===== config.mk =====
export PLATFORM = sky130hd
export DESIGN_NAME = bfrc_bridge_fault_reset_control
export DESIGN_NICKNAME = d
export VERILOG_FILES = /design/src/bfrc_pkg.sv /design/src/bfrc_bridge_fault_reset_control.sv /design/src/bfrc_stuck_detect.sv
export SDC_FILE = /design/constraint.sdc
export NUM_CORES = 1
export LEC_CHECK = 0
export BUFFER_PORTS_ARGS = -buffer_cell sky130_fd_sc_hd__buf_2
export CAP_MARGIN = 5
export CORE_MARGIN = 10
export CORE_UTILIZATION = 55
export CTS_BUF_LIST = sky130_fd_sc_hd__clkbuf_4
export DETAILED_ROUTE_END_ITERATION = 12
export PLACE_DENSITY = 0.74
export SYNTH_ARGS = -nofsm -noshare
export SYNTH_HDL_FRONTEND = slang
export SYNTH_HIERARCHICAL = 1
export SYNTH_SLANG_ARGS = --single-unit
export TNS_END_PERCENT = 30

===== constraint.sdc =====
create_clock -name clk_sys_in -period 2.6 [get_ports clk_sys_in]
set_input_delay 0.26 -clock clk_sys_in [delete_from_list [all_inputs] [get_ports clk_sys_in]]
set_output_delay 0.26 -clock clk_sys_in [all_outputs]
set_load 0.02 [all_outputs]

===== src/bfrc_pkg.sv =====
package bfrc_pkg;
    // ==========================================================
    // pair indices
    // ==========================================================
    localparam int PAIR_AB = 0;                 // half-bridges a and b
    localparam int PAIR_CD = 1;                 // half-bridges c and d
    localparam int NUM_PAIRS = 2;               // two reset domains
    localparam int NUM_PWM = 4;                 // one pwm input per half-bridge

    // ==========================================================
    // timing
    // ==========================================================
    localparam int CLK_PERIOD_PS = 25000;       // 40 mhz system clock
    localparam int STUCK_LIMIT_NS = 15000;      // stuck pwm input limit, 15 us
    // longest time rounds down
    localparam int STUCK_LIMIT_CYC = (STUCK_LIMIT_NS * 1000) / CLK_PERIOD_PS;

    // ==========================================================
    // mode encodings
    // ==========================================================
    // output mode: bridge-tied or single-ended
    localparam logic OUT_MODE_BTL = 1'b0;
    localparam logic OUT_MODE_SE  = 1'b1;

    // ==========================================================
    // reset values
    // ==========================================================
    localparam logic FAULT_N_RST = 1'b1;        // fault output released
    localparam logic HIZ_RST     = 1'b1;        // outputs held in high impedance
    localparam logic PD_RST      = 1'b0;        // pulldowns off

    // ==========================================================
    // supply state machine, one-hot
    // ==========================================================
    typedef enum logic [2:0] {
        SUP_POR  = 3'b001,                      // power-on, waiting for supplies
        SUP_RUN  = 3'b010,                      // supplies good
        SUP_UV   = 3'b100                       // undervoltage shutdown
    } bfrc_sup_state_t;
endpackage


===== src/bfrc_bridge_fault_reset_control.sv =====
`timescale 1ns/1ps
module bfrc_bridge_fault_reset_control #(
    parameter int STUCK_CYC = bfrc_pkg::STUCK_LIMIT_CYC
) (
    input  wire logic                          clk_sys_in,            // system clock
    input  wire logic                          rst_n_in,              // power-on reset
    input  wire logic                          gate_supply_good_in,   // gate supply above por level
    input  wire logic                          logic_supply_good_in,  // logic supply above por level
    input  wire logic                          gate_supply_uv_in,     // gate supply undervoltage
    input  wire logic                          logic_supply_uv_in,    // logic supply undervoltage
    input  wire logic                          pair_first_reset_n,    // pair ab reset, active low
    input  wire logic                          pair_second_reset_n,   // pair cd reset, active low
    input  wire logic                          out_mode_in,           // 0 bridge-tied, 1 single-ended
    input  wire logic                          latch_mode_in,         // latching shutdown mode
    input  wire logic [bfrc_pkg::NUM_PAIRS-1:0] overload_in,          // persisted overload per pair
    input  wire logic [bfrc_pkg::NUM_PAIRS-1:0] overcurrent_in,       // instantaneous overcurrent
    input  wire logic [bfrc_pkg::NUM_PWM-1:0]   pwm_in,               // pwm inputs a..d
    output logic      [bfrc_pkg::NUM_PAIRS-1:0] pair_hiz_out,         // pair outputs high impedance
    output logic      [bfrc_pkg::NUM_PAIRS-1:0] pair_pulldown_out,    // weak pulldown enable
    output logic      [bfrc_pkg::NUM_PAIRS-1:0] overload_latch_out,   // overload latch state
    output logic                               supply_undervoltage_guard_out, // uv shutdown
    output logic                               fault_out_n            // fault, active low
);
    import bfrc_pkg::*;

    // ==========================================================
    // state
    // ==========================================================
    typedef struct packed {
        bfrc_sup_state_t        sup;         // supply state
        logic [NUM_PAIRS-1:0]   rst_last;    // previous reset levels
        logic [NUM_PAIRS-1:0]   olatch;      // overload latch per pair
        logic [NUM_PAIRS-1:0]   hiz;         // registered hi-z controls
        logic [NUM_PAIRS-1:0]   pd;          // registered pulldowns
        logic                   fault_n;     // registered fault output
    } bfrc_state_t;

    bfrc_state_t st_reg;                     // registered state
    bfrc_state_t st_next;                    // next state

    logic [NUM_PWM-1:0]   stuck;             // stuck pwm flags
    logic [NUM_PAIRS-1:0] rst_low;           // reset asserted per pair
    logic [NUM_PAIRS-1:0] rst_rise;          // reset rising edge per pair
    logic [NUM_PAIRS-1:0] pair_stuck;        // stuck input in pair
    logic [NUM_PAIRS-1:0] ol_set;            // overload set request
    logic                 any_uv;            // any supply under threshold
    logic                 sup_ok;            // supply state allows running

    // ==========================================================
    // stuck input detector
    // ==========================================================
    bfrc_stuck_detect #(
        .N     (NUM_PWM),
        .LIMIT (STUCK_CYC)
    ) u_stuck (
        .clk_sys_in (clk_sys_in),
        .rst_n_in   (rst_n_in),
        .pwm_in     (pwm_in),
        .stuck_out  (stuck)
    );

    // ==========================================================
    // next-state logic
    // ==========================================================
    always_comb begin
        st_next = st_reg;
        rst_low  = {~pair_second_reset_n, ~pair_first_reset_n};
        rst_rise = ~rst_low & st_reg.rst_last;
        st_next.rst_last = rst_low;
        any_uv = gate_supply_uv_in | logic_supply_uv_in;
        pair_stuck = {stuck[3] | stuck[2], stuck[1] | stuck[0]};

        // supply sequencing
        case (st_reg.sup)
            SUP_POR: begin
                if (gate_supply_good_in && logic_supply_good_in && !any_uv) begin
                    st_next.sup = SUP_RUN;
                end
            end
            SUP_RUN: begin
                if (any_uv) begin
                    st_next.sup = SUP_UV;
                end
            end
            SUP_UV: begin
                if (!any_uv) begin
                    st_next.sup = SUP_RUN;
                end
            end
            default: begin
                st_next.sup = SUP_POR;
            end
        endcase
        sup_ok = (st_reg.sup == SUP_RUN) && !any_uv;

        // overload latch per pair
        for (int p = 0; p < NUM_PAIRS; p++) begin
            // latch only this pair; overcurrent latches in latching mode
            ol_set[p] = overload_in[p] | (latch_mode_in & overcurrent_in[p]);
            if (st_reg.sup == SUP_POR) begin
                st_next.olatch[p] = 1'b0;
            end else if (ol_set[p] && !rst_low[p]) begin
                // set wins over clear
                st_next.olatch[p] = 1'b1;
            end else if (rst_rise[0] || rst_rise[1]) begin
                st_next.olatch[p] = 1'b0;
            end
        end

        for (int p = 0; p < NUM_PAIRS; p++) begin
            // reset forces pair hi-z; uv forces all
            st_next.hiz[p] = !sup_ok | rst_low[p] | st_next.olatch[p] | pair_stuck[p];
            st_next.pd[p] = rst_low[p] && (out_mode_in == OUT_MODE_BTL);
        end

        // fault output
        if (rst_low != '0) begin
            st_next.fault_n = 1'b1;
        end else begin
            // uv outside power-on or latched overload pulls fault low; stuck does not
            st_next.fault_n = !((st_reg.sup == SUP_UV) || any_uv && st_reg.sup != SUP_POR
                                || st_next.olatch != '0);
        end
    end

    // ==========================================================
    // state register
    // ==========================================================
    // registered outputs
    always_ff @(posedge clk_sys_in or negedge rst_n_in) begin
        if (!rst_n_in) begin
            st_reg.sup      <= SUP_POR;
            st_reg.rst_last <= '0;
            st_reg.olatch   <= '0;
            st_reg.hiz      <= {NUM_PAIRS{HIZ_RST}};
            st_reg.pd       <= {NUM_PAIRS{PD_RST}};
            st_reg.fault_n  <= FAULT_N_RST;
        end else begin
            st_reg <= st_next;
        end
    end

    // ==========================================================
    // outputs
    // ==========================================================
    assign pair_hiz_out                  = st_reg.hiz;
    assign pair_pulldown_out             = st_reg.pd;
    assign overload_latch_out            = st_reg.olatch;
    assign supply_undervoltage_guard_out = (st_reg.sup == SUP_UV);
    assign fault_out_n                   = st_reg.fault_n;
endmodule


===== src/bfrc_stuck_detect.sv =====
`timescale 1ns/1ps
// ==========================================================
// stuck pwm input detector, one counter per input
// ==========================================================
module bfrc_stuck_detect #(
    parameter int N     = 4,
    parameter int LIMIT = 600
) (
    input  wire logic         clk_sys_in,   // system clock
    input  wire logic         rst_n_in,     // async reset, active low
    input  wire logic [N-1:0] pwm_in,       // pwm inputs
    output logic      [N-1:0] stuck_out     // input held past limit
);
    import bfrc_pkg::*;

    localparam int CW = $clog2(LIMIT + 1);  // counter width

    // ==========================================================
    // state
    // ==========================================================
    typedef struct packed {
        logic [N-1:0][CW-1:0] cnt;          // cycles since last edge
        logic [N-1:0]         last;         // previous input level
        logic [N-1:0]         stuck;        // stuck flags
    } bfrc_sd_state_t;

    bfrc_sd_state_t st_reg;                 // registered state
    bfrc_sd_state_t st_next;                // next state

    // next-state logic for every input
    always_comb begin
        st_next = st_reg;
        for (int i = 0; i < N; i++) begin
            st_next.last[i] = pwm_in[i];
            // any edge restarts the count
            if (pwm_in[i] != st_reg.last[i]) begin
                st_next.cnt[i] = '0;
            end else if (st_reg.cnt[i] != CW'(LIMIT)) begin
                st_next.cnt[i] = st_reg.cnt[i] + CW'(1);
            end
            st_next.stuck[i] = (st_next.cnt[i] == CW'(LIMIT));
        end
    end

    // state register
    always_ff @(posedge clk_sys_in or negedge rst_n_in) begin
        if (!rst_n_in) begin
            st_reg <= '0;
        end else begin
            st_reg <= st_next;
        end
    end

    assign stuck_out = st_reg.stuck;
endmodule


; ---- Word-level counts from Yosys, hierarchy flattened
; Index checks and enable logic that the tools add are counted.
[op_classes]
n_bitwise = 18
reduce_logical = 17
addsub = 4
n_eq_ne = 19
muxes = 19
[ops]
columns = op, n
row1 = $mux 10, 8
row2 = $add 10x1->10 const B, 4
row3 = $eq 10x10->1 const B, 4
row4 = $ne 10x10->1 const B, 4
row5 = $or 1x1->1, 11
row6 = $mux 3, 3
row7 = $pmux 3 s3, 1
row8 = $logic_and 1x1->1, 8
row9 = $mux 1, 7
row10 = $ne 2x2->1 const B, 3
row11 = $ne 1x1->1, 4
row12 = $reduce_bool 2->1, 2
row13 = $eq 3x1->1 const B, 1
row14 = $eq 3x2->1 const B, 1
row15 = $eq 3x3->1 const B, 1
row16 = $logic_not 1->1, 3
row17 = $logic_or 1x1->1, 3
row18 = $ne 3x1->1 const B, 1
row19 = $not 1->1, 3
row20 = $reduce_and 3->1, 1
row21 = $and 1x1->1, 2
row22 = $and 2x2->2, 1
row23 = $not 2->2, 1
[word_totals]
wordCells = 89
output_inout_bits = 8
register_bits = 60
input_bits = 18

; ---- Logic depth before layout (Yosys ltp)
; Gate-level depths: netlist (run 1).
[logic_depth]
depth_word = 11
ltp_mapped = 7
ltp_nobuf = 7

; ---- Modules after synthesis
; The synthesis (run 1) kept the hierarchy.
[modules_own_cells]
columns = module, cells_per_inst, area_each_um2, n_inst
row1 = bfrc_stuck_detect, 268, 2613.8, 1
row2 = bfrc_bridge_fault_reset_control, 52, 579.3, 1

; ---- Worst setup path before layout (run 1)
; OpenSTA, ideal clock, no wires.
[synth_path]
path_kind = register to register
from = reg u_stuck/st_reg[38] (netlist name)
to = reg u_stuck.st_reg (netlist bit u_stuck/stuck_out[3])
path_slack_ps = 321
stages_incl_launch_ff = 7
arrival_ps = 2184
required_ps = 2504
setup_time_ps = 96
cell_sequence = dfrtp_1 ha_1 nand2_1 or3_1 a221o_1 or4_1 nor4_2
[synth_lines]
columns = element, line
row1 = start: declaration, bfrc_stuck_detect.sv:27  ; bfrc_sd_state_t st_reg;
row2 = start signal: assignment, bfrc_stuck_detect.sv:50  ; st_reg <= st_next;

==> summary.md, run 1 <==
| Metric | Value |
|---|---|
| P_leak | 1.47 nW |
| Worst skew pair latency | 380 ps |
| First-pass GRT wire length | 10100 µm |
| Worst hold path type | input pin to asynchronous set/reset pin |
| CP arrival | 2710 ps |
| Int Pwr | around 1.3 mW |
| CP Max Fanout | 7 |
| Max reg flops | 44 |
| Largest net degree at the start of global routing | 61 |
| Fin area | 3500 µm² |
| Fin. Hold Viols | 0 |
| Most frequent cells in the layout | 56 x dfrtp_1, 46 x nor2_1, 25 x buf_2, 17 x xnor2_1, 16 x xor2_1 |
| Switching power | 0.537 mW |
| Placed cell areas | 3350 µm² |
| Crit Reg-Reg Endpoint | u_stuck/stuck_out[3]$_DFF_PN0_ |
| Std-Cell Rows | 27 |
| CTS H-Tree Depth | 3 |
| Worst-Margin Slew | ~870 ps |
| Clock sink count | 60 |
| DR pass1 iterations | 4 |
| Post-Place Worst Slack | around 210 ps |
| Finished Layout Cells | 426 |
| Placed insts | between 400 and 500 |
| Post-CTS resize count | 0 |
| Status | finished, final reports clean |
| Antenna viol nets, final | 0 |
| Grt ovf | 0 |
| Clock Tree Root | clkbuf_4 |
| Synth Flop Type | dfrtp_1 |
| Area grow syn2layout | 9.56% |
| CP Data Required Time | approximately 2900 ps |
| CTS max path bufs | 2 |
| Pins Over Slew Limit | 0 |
| Antenna cell count | 0 |
| Yosys top cell area share | a little over two fifths |
| Post-synth top area cell | dfrtp_1 |
| Asr flop ratio synth | 100% |
| Number of top-level pins | 26 |
| Max-slew headroom | 41.9% |
| Final Skew | between 15 and 20 ps |
| DRC | 0 |
| Leading cell type in the layout, fill and taps excluded | dfrtp_1 |
| Setup ws final | 175 ps |
| DP HPWL | 4050 µm |
| Synth top area cells | dfrtp_1 44%, nor2_1 5.4%, xnor2_1 4.7% |
| Reg2Reg Depth | 6 |
| Port bufs | 25 |
| R2r setup slk | 170 ps |
| CP Capture Type | flop |
| Synth warn | 6 |
| FILL cells | 486 |
| Setup TNS | 0 ps |
| Die area | slightly above 9000 µm² |
| Clock period minus worst slack | around 2400 ps |
| Fmax | 412 MHz |
| Clk network pwr share | 29.9% |
| Pwr per Cell Area | 515 nW/µm² |
| Mapped Area | 3190 µm² |
| Syn Area/Cell | 9.98 µm² |
| Gr usage total | 13.4% |
| Core Util, Final | 62.8% |
| Starting Density | 57.3% |
| # Max-Cap Violations | 0 |
| Switching Share | 29.8% |
| RSZ-0062 raised after global routing | false |
| 1st-iter DRT viols | 115 |
| Synth Instances | 320 |
| RR Startpoint | u_stuck/st_reg[39]$_DFF_PN0_ |
| Initial antenna violation count | 0 |
| CTS hold repair buffers | 4 |
| RD Place Congestion | 0.904 |
| Number of global-route vias before repair | 2302 |
| Power share of the sequential group | between 50% and 60% |
| CTS tree | done |
| Vias per cell | 5.49 |
| Final period utilization | between 90% and 100% |
| Hold_ws | 13.6 ps |
| Syn Nets | between 300 and 400 |
| Post-synth EDFFs | 0 |
| Die width | 96.2 µm |
| Peak supply drop | roughly 360 µV |
| Wire per inst | ~14 µm |
| Tot Pwr | between 1.5 and 2 mW |
| Total Routed Length | 5780 µm |
| Core Area | 5570 µm² |
| Via count | 2339 |
| Synth Register Bits | 60 |
| Nets | around 380 |
| Die height | around 96 µm |
| Post CTS Setup Buffer Count | 0 |
| Final setup vio count | 0 |
| Post-synthesis cell type count | 57 |
| Clk slew on worst S/H paths | approximately 110 ps |
| Share of cells above drive strength 1 | 16.9% |
| Combinational power share | 13.6% |
| Startpoint type of the worst setup path | flop |
| Cts bufs inserted | 9 |
| Setup CP Type | flop to flop |
| Post-synthesis sequential area ratio | 47.2% |
-- cells in the mapped netlist, drive strengths merged, types with 3 or more instances --
| library cell | number |
|---|---|
| a21oi | 12 |
| inv | 14 |
| nand2 | 12 |
| dfstp | 4 |
| xnor2 | 17 |
| o21ai | 11 |
| nor2 | 46 |
| mux2i | 5 |
| a22oi | 4 |
| dfrtp | 56 |
| buf | 12 |
| and2 | 3 |
| or3 | 7 |
| nand3 | 15 |
| xor2 | 16 |
| nand2b | 5 |
| o2111ai | 4 |
| nand4 | 8 |
| nor3b | 5 |
| nor4b | 3 |
| clkbuf | 5 |
| nor4 | 3 |
| nor3 | 12 |
| ha | 8 |
| nor2b | 3 |
-- layout make-up --
cell class / instances / area, µm² / share of cell area (%)
well taps: 72 / 90.1 / 2.58
repair buffers: 35 / 210 / 6.01
clock inverters: 7 / 43.8 / 1.25
multi-input cells: 229 / 1530 / 43.7
clock buffers: 9 / 67.6 / 1.93
flip-flops and latches: 60 / 1510 / 43.1
inverters: 14 / 52.6 / 1.50
-- cells by family after synthesis --
kind of cell / after synthesis / share of synthesized area (%)
compound gates: 47 / 9.72
xor+xnor: 33 / 9.05
fa+ha+maj: 8 / 3.13
buf+inv: 31 / 4.98
flops: 60 / 47.2
mux: 7 / 2.27
simple gates: 134 / 23.7
-- worst max path at each step --
stage,start,endpoint,cells after the start
finish,u_stuck/st_reg[39]$_DFF_PN0_,u_stuck/stuck_out[3]$_DFF_PN0_,6
floorplan,u_stuck/st_reg[38]$_DFF_PN0_,u_stuck/stuck_out[3]$_DFF_PN0_,6
CTS,u_stuck/st_reg[39]$_DFF_PN0_,u_stuck/stuck_out[3]$_DFF_PN0_,6
global placement,u_stuck/st_reg[39]$_DFF_PN0_,u_stuck/stuck_out[3]$_DFF_PN0_,6
detailed placement,u_stuck/st_reg[39]$_DFF_PN0_,u_stuck/stuck_out[3]$_DFF_PN0_,6
global route,u_stuck/st_reg[39]$_DFF_PN0_,u_stuck/stuck_out[3]$_DFF_PN0_,6
-- critical path, cell delays in order, from the launching register on --
cell	delay (ps)
dfrtp_1	440
ha_1	330
nand2_1	120
or3_1	390
a221o_1	360
or4_1	480
nor4_2	220
-- power groups by stage --
stage / logic [mW] / clock network (mW) / registers (mW)
after floorplan: 0.175 / 0 / 1.02
after detailed placement: 0.244 / 0 / 1.04
after global routing: 0.282 / 0.614 / 1.03
after CTS: 0.249 / 0.566 / 1.02
final: 0.245 / 0.539 / 1.02
after global placement: 0.237 / 0 / 1.03
-- per-layer routing --
metal | wire length [µm] | track usage, %
met1 | 2690 | 16.7
met2 | 2650 | 21.2
met3 | 365 | 4.28
met4 | 85 | 5.41
met5 | 0 | 0
Power figures use the tool's default switching activity.
==> run 2, diff against run 1 <==
SYNTH_HIERARCHICAL = not set   (was 1)
==> run 2 against run 1 <==
Flip-flop and latch count is the same. Power grew 19%. Combinational power fell by 2%. Setup slack better by 260 ps. Non-clock buffer count rose by 2. Global-route usage up 0.27 points. Sequential power about the same. Utilization grew 2.3 points. Die area grew 1.5%. Via count grew 9.1%. Final cell count grew 7.0%. Largest power group unchanged. Highest routed layer unchanged.
==> summary.md, run 2 <==
| Metric | Value |
|---|---|
| Finished Layout Cells | between 400 and 500 |
| Initial antenna violation count | 0 |
| Setup TNS | 0 ps |
| CP bufs+invs | 0 |
| Post-synth top area cell | dfrtp_1 |
| Worst skew pair latency | 420 ps |
| RD Place Congestion | 0.850 |
| Crit-path cells | or4b_4 > or4_1 > mux2i_1 > nand3_1 > nor4_2 |
| Cts bufs inserted | 9 |
| Cell with the most instances after synthesis | nor2_1 |
| CTS hold repair buffers | 6 |
| Total Routed Length | 6370 µm |
| Post-CTS resize count | 0 |
| Fin area | 3650 µm² |
| Share of cells above drive strength 1 | about 14% |
| RSZ-0062 raised after global routing | false |
| Post-synthesis sequential area ratio | 46.3% |
| Clk slew on worst S/H paths | 110 ps |
| Port bufs | 25 |
| Antenna viol nets, final | 0 |
| Placed insts | 434 |
| CTS H-Tree Depth | 3 |
| Startpoint type of the worst setup path | flop |
| Pins Over Slew Limit | 0 |
| Syn Area/Cell | 9.21 µm² |
| Seq. cell area | 1510 µm² |
| Leading cell type in the layout, fill and taps excluded | nor2_1 |
| Fmax | 462 MHz |
| DRC | 0 |
| Fin. Hold Viols | 0 |
| Gr usage total | between 10% and 20% |
| 1st-iter DRT viols | 109 |
| Multi-input logic area | 1570 µm² |
| Core Area | 5610 µm² |
| Hold_ws | around 31 ps |
| Post-synth EDFFs | 0 |
| Clk network pwr share | 40.6% |
| Die area | 9390 µm² |
| CTS tree | done |
| Worst hold path type | input pin to flop |
| Synth Flop Type | dfrtp_1 |
| Number of top-level pins | 26 |
| First-pass GRT wire length | 11000 µm |
| Post CTS Setup Buffer Count | 0 |
| Clock Tree Root | clkbuf_4 |
| CP arrival | 2490 ps |
| Pwr per Cell Area | 586 nW/µm² |
| CP delay by family, top | simple AND/OR/NAND/NOR gates |
| Switching Share | approximately 27% |
| Power share of the sequential group | between 40% and 50% |
| Clock period minus worst slack | 2160 ps |
| Setup CP Type | flop to flop |
| Critical Path Max Stage Delay | 560 ps |
| Number of global-route vias before repair | 2425 |
| Nets | a little over 400 |
| Synth top cells by count | 60 x nor2_1, 56 x dfrtp_1, 23 x xnor2_1 |
| Synth warn | 0 |
| CP Data Required Time | 2920 ps |
| Tot Pwr | 2.14 mW |
| Max reg flops | 44 |
| DR pass1 iterations | 4 |
| Grt ovf | 0 |
| CTS max path bufs | 2 |
| Mapped Area | 3250 µm² |
| Synth top area cells | dfrtp_1 43%, nor2_1 6.9%, xnor2_1 6.2% |
| Synth Register Bits | 60 |
| Final setup vio count | 0 |
| Combinational power share | 11.2% |
| Worst-Margin Slew | 703 ps |
| Synth Instances | 353 |
| Most frequent cells in the layout | 60 x nor2_1, 56 x dfrtp_1, 25 x buf_2, 23 x xnor2_1, 21 x nand3_1 |
| CP Max Fanout | 7 |
| DP HPWL | between 4000 and 5000 µm |
| Largest net degree at the start of global routing | 27 |
| FILL cells | 453 |
| Wire per inst | roughly 14 µm |
| Post-synthesis cell type count | 48 |
| Clock sink count | 60 |
| Via count | 2551 |
| Syn Nets | 379 |
| Antenna cell count | 0 |
| Die height | 96.9 µm |
| Int Pwr | 1.57 mW |
| Starting Density | 58.0% |
| Yosys top cell area share | between 40% and 50% |
| Vias per cell | 5.59 |
| Placed cell areas | around 3400 µm² |
| Asr flop ratio synth | 100% |
| Std-Cell Rows | 27 |
| CP Capture Type | flop |
| Area grow syn2layout | 12.2% |
| Final Skew | ~9.8 ps |
| Max-slew headroom | 53.1% |
| Critical-path top delay cell | or4b_4 |
| Peak supply drop | 498 µV |
| # Max-Cap Violations | 0 |
| Final period utilization | between 80% and 90% |
| Switching power | 0.574 mW |
| Status | finished, final reports clean |
| P_leak | 1.54 nW |
| Die width | 96.9 µm |
[run 2: kinds of logic (layout without fill, tap and decap cells)]
logic type	count (synthesis)	after routing	share of synthesized area, %
multiplexers	2	2	0.654
AND/OR/NAND/NOR	158	158	25.2
XOR/XNOR	36	36	9.70
adder cells (fa/ha/maj)	8	8	3.08
buffers and inverters	38	69	5.39
AO/OA/AOI/OAI	51	51	9.70
flip-flops	60	60	46.3
[run 2: cell type report]
type,instances,share of cell area (%)
clock inverter,7,3.43
clock buffer,9,1.85
multi-input combinational,255,43.0
inverter,16,1.65
timing repair buffer,37,6.31
tap,72,2.47
sequential,60,41.3
[run 2: power groups by stage]
stage / logic (mW) / clock network, mW / registers, mW
after global placement: 0.228 / 0 / 1.04
after CTS: 0.242 / 0.886 / 1.03
final: 0.240 / 0.868 / 1.03
after floorplan: 0.172 / 0 / 1.02
after detailed placement: 0.234 / 0 / 1.05
after global routing: 0.274 / 0.938 / 1.04
[run 2: metrics by stage]
stage          util, %  setup WS (ps)
5_1_grt           65.1            324
3_3_place_gp      60.6            537
4_1_cts           65.1            422
2_1_floorplan        -            545
3_5_place_dp      60.6            454
6_report          65.1            435
[run 2: routing by layer]
metal,global-route usage (%),wire length [µm],up-vias,part of all wire (%)
met2,19.8,2750,68,43
met4,6.99,128,0,2.0
met1,18.0,3120,1200,49
met5,0,0,-,0
li1,-,-,1272,-
met3,4.05,374,11,5.9
[run 2: final timing paths]
check | startpoint | endpoint | slack, ps | cells after the start
setup / recovery | u_stuck.st_reg[23]$_DFF_PN0_ | u_stuck.stuck_out[1]$_DFF_PN0_ | 440 | 5
hold / removal | pair_second_reset_n | pair_pulldown_out[1]$_DFF_PN0_ | 30 | 2
setup reg to reg | u_stuck.st_reg[23]$_DFF_PN0_ | u_stuck.stuck_out[1]$_DFF_PN0_ | 440 | 5
hold reg to reg | u_stuck.stuck_out[2]$_DFF_PN0_ | pair_hiz_out[1]$_DFF_PN1_ | 510 | 2
max in group asynchronous | rst_n_in | st_reg[9]$_DFFE_PN1P_ | 1530 | 3
min in group asynchronous | rst_n_in | u_stuck.st_reg[15]$_DFF_PN0_ | 340 | 2
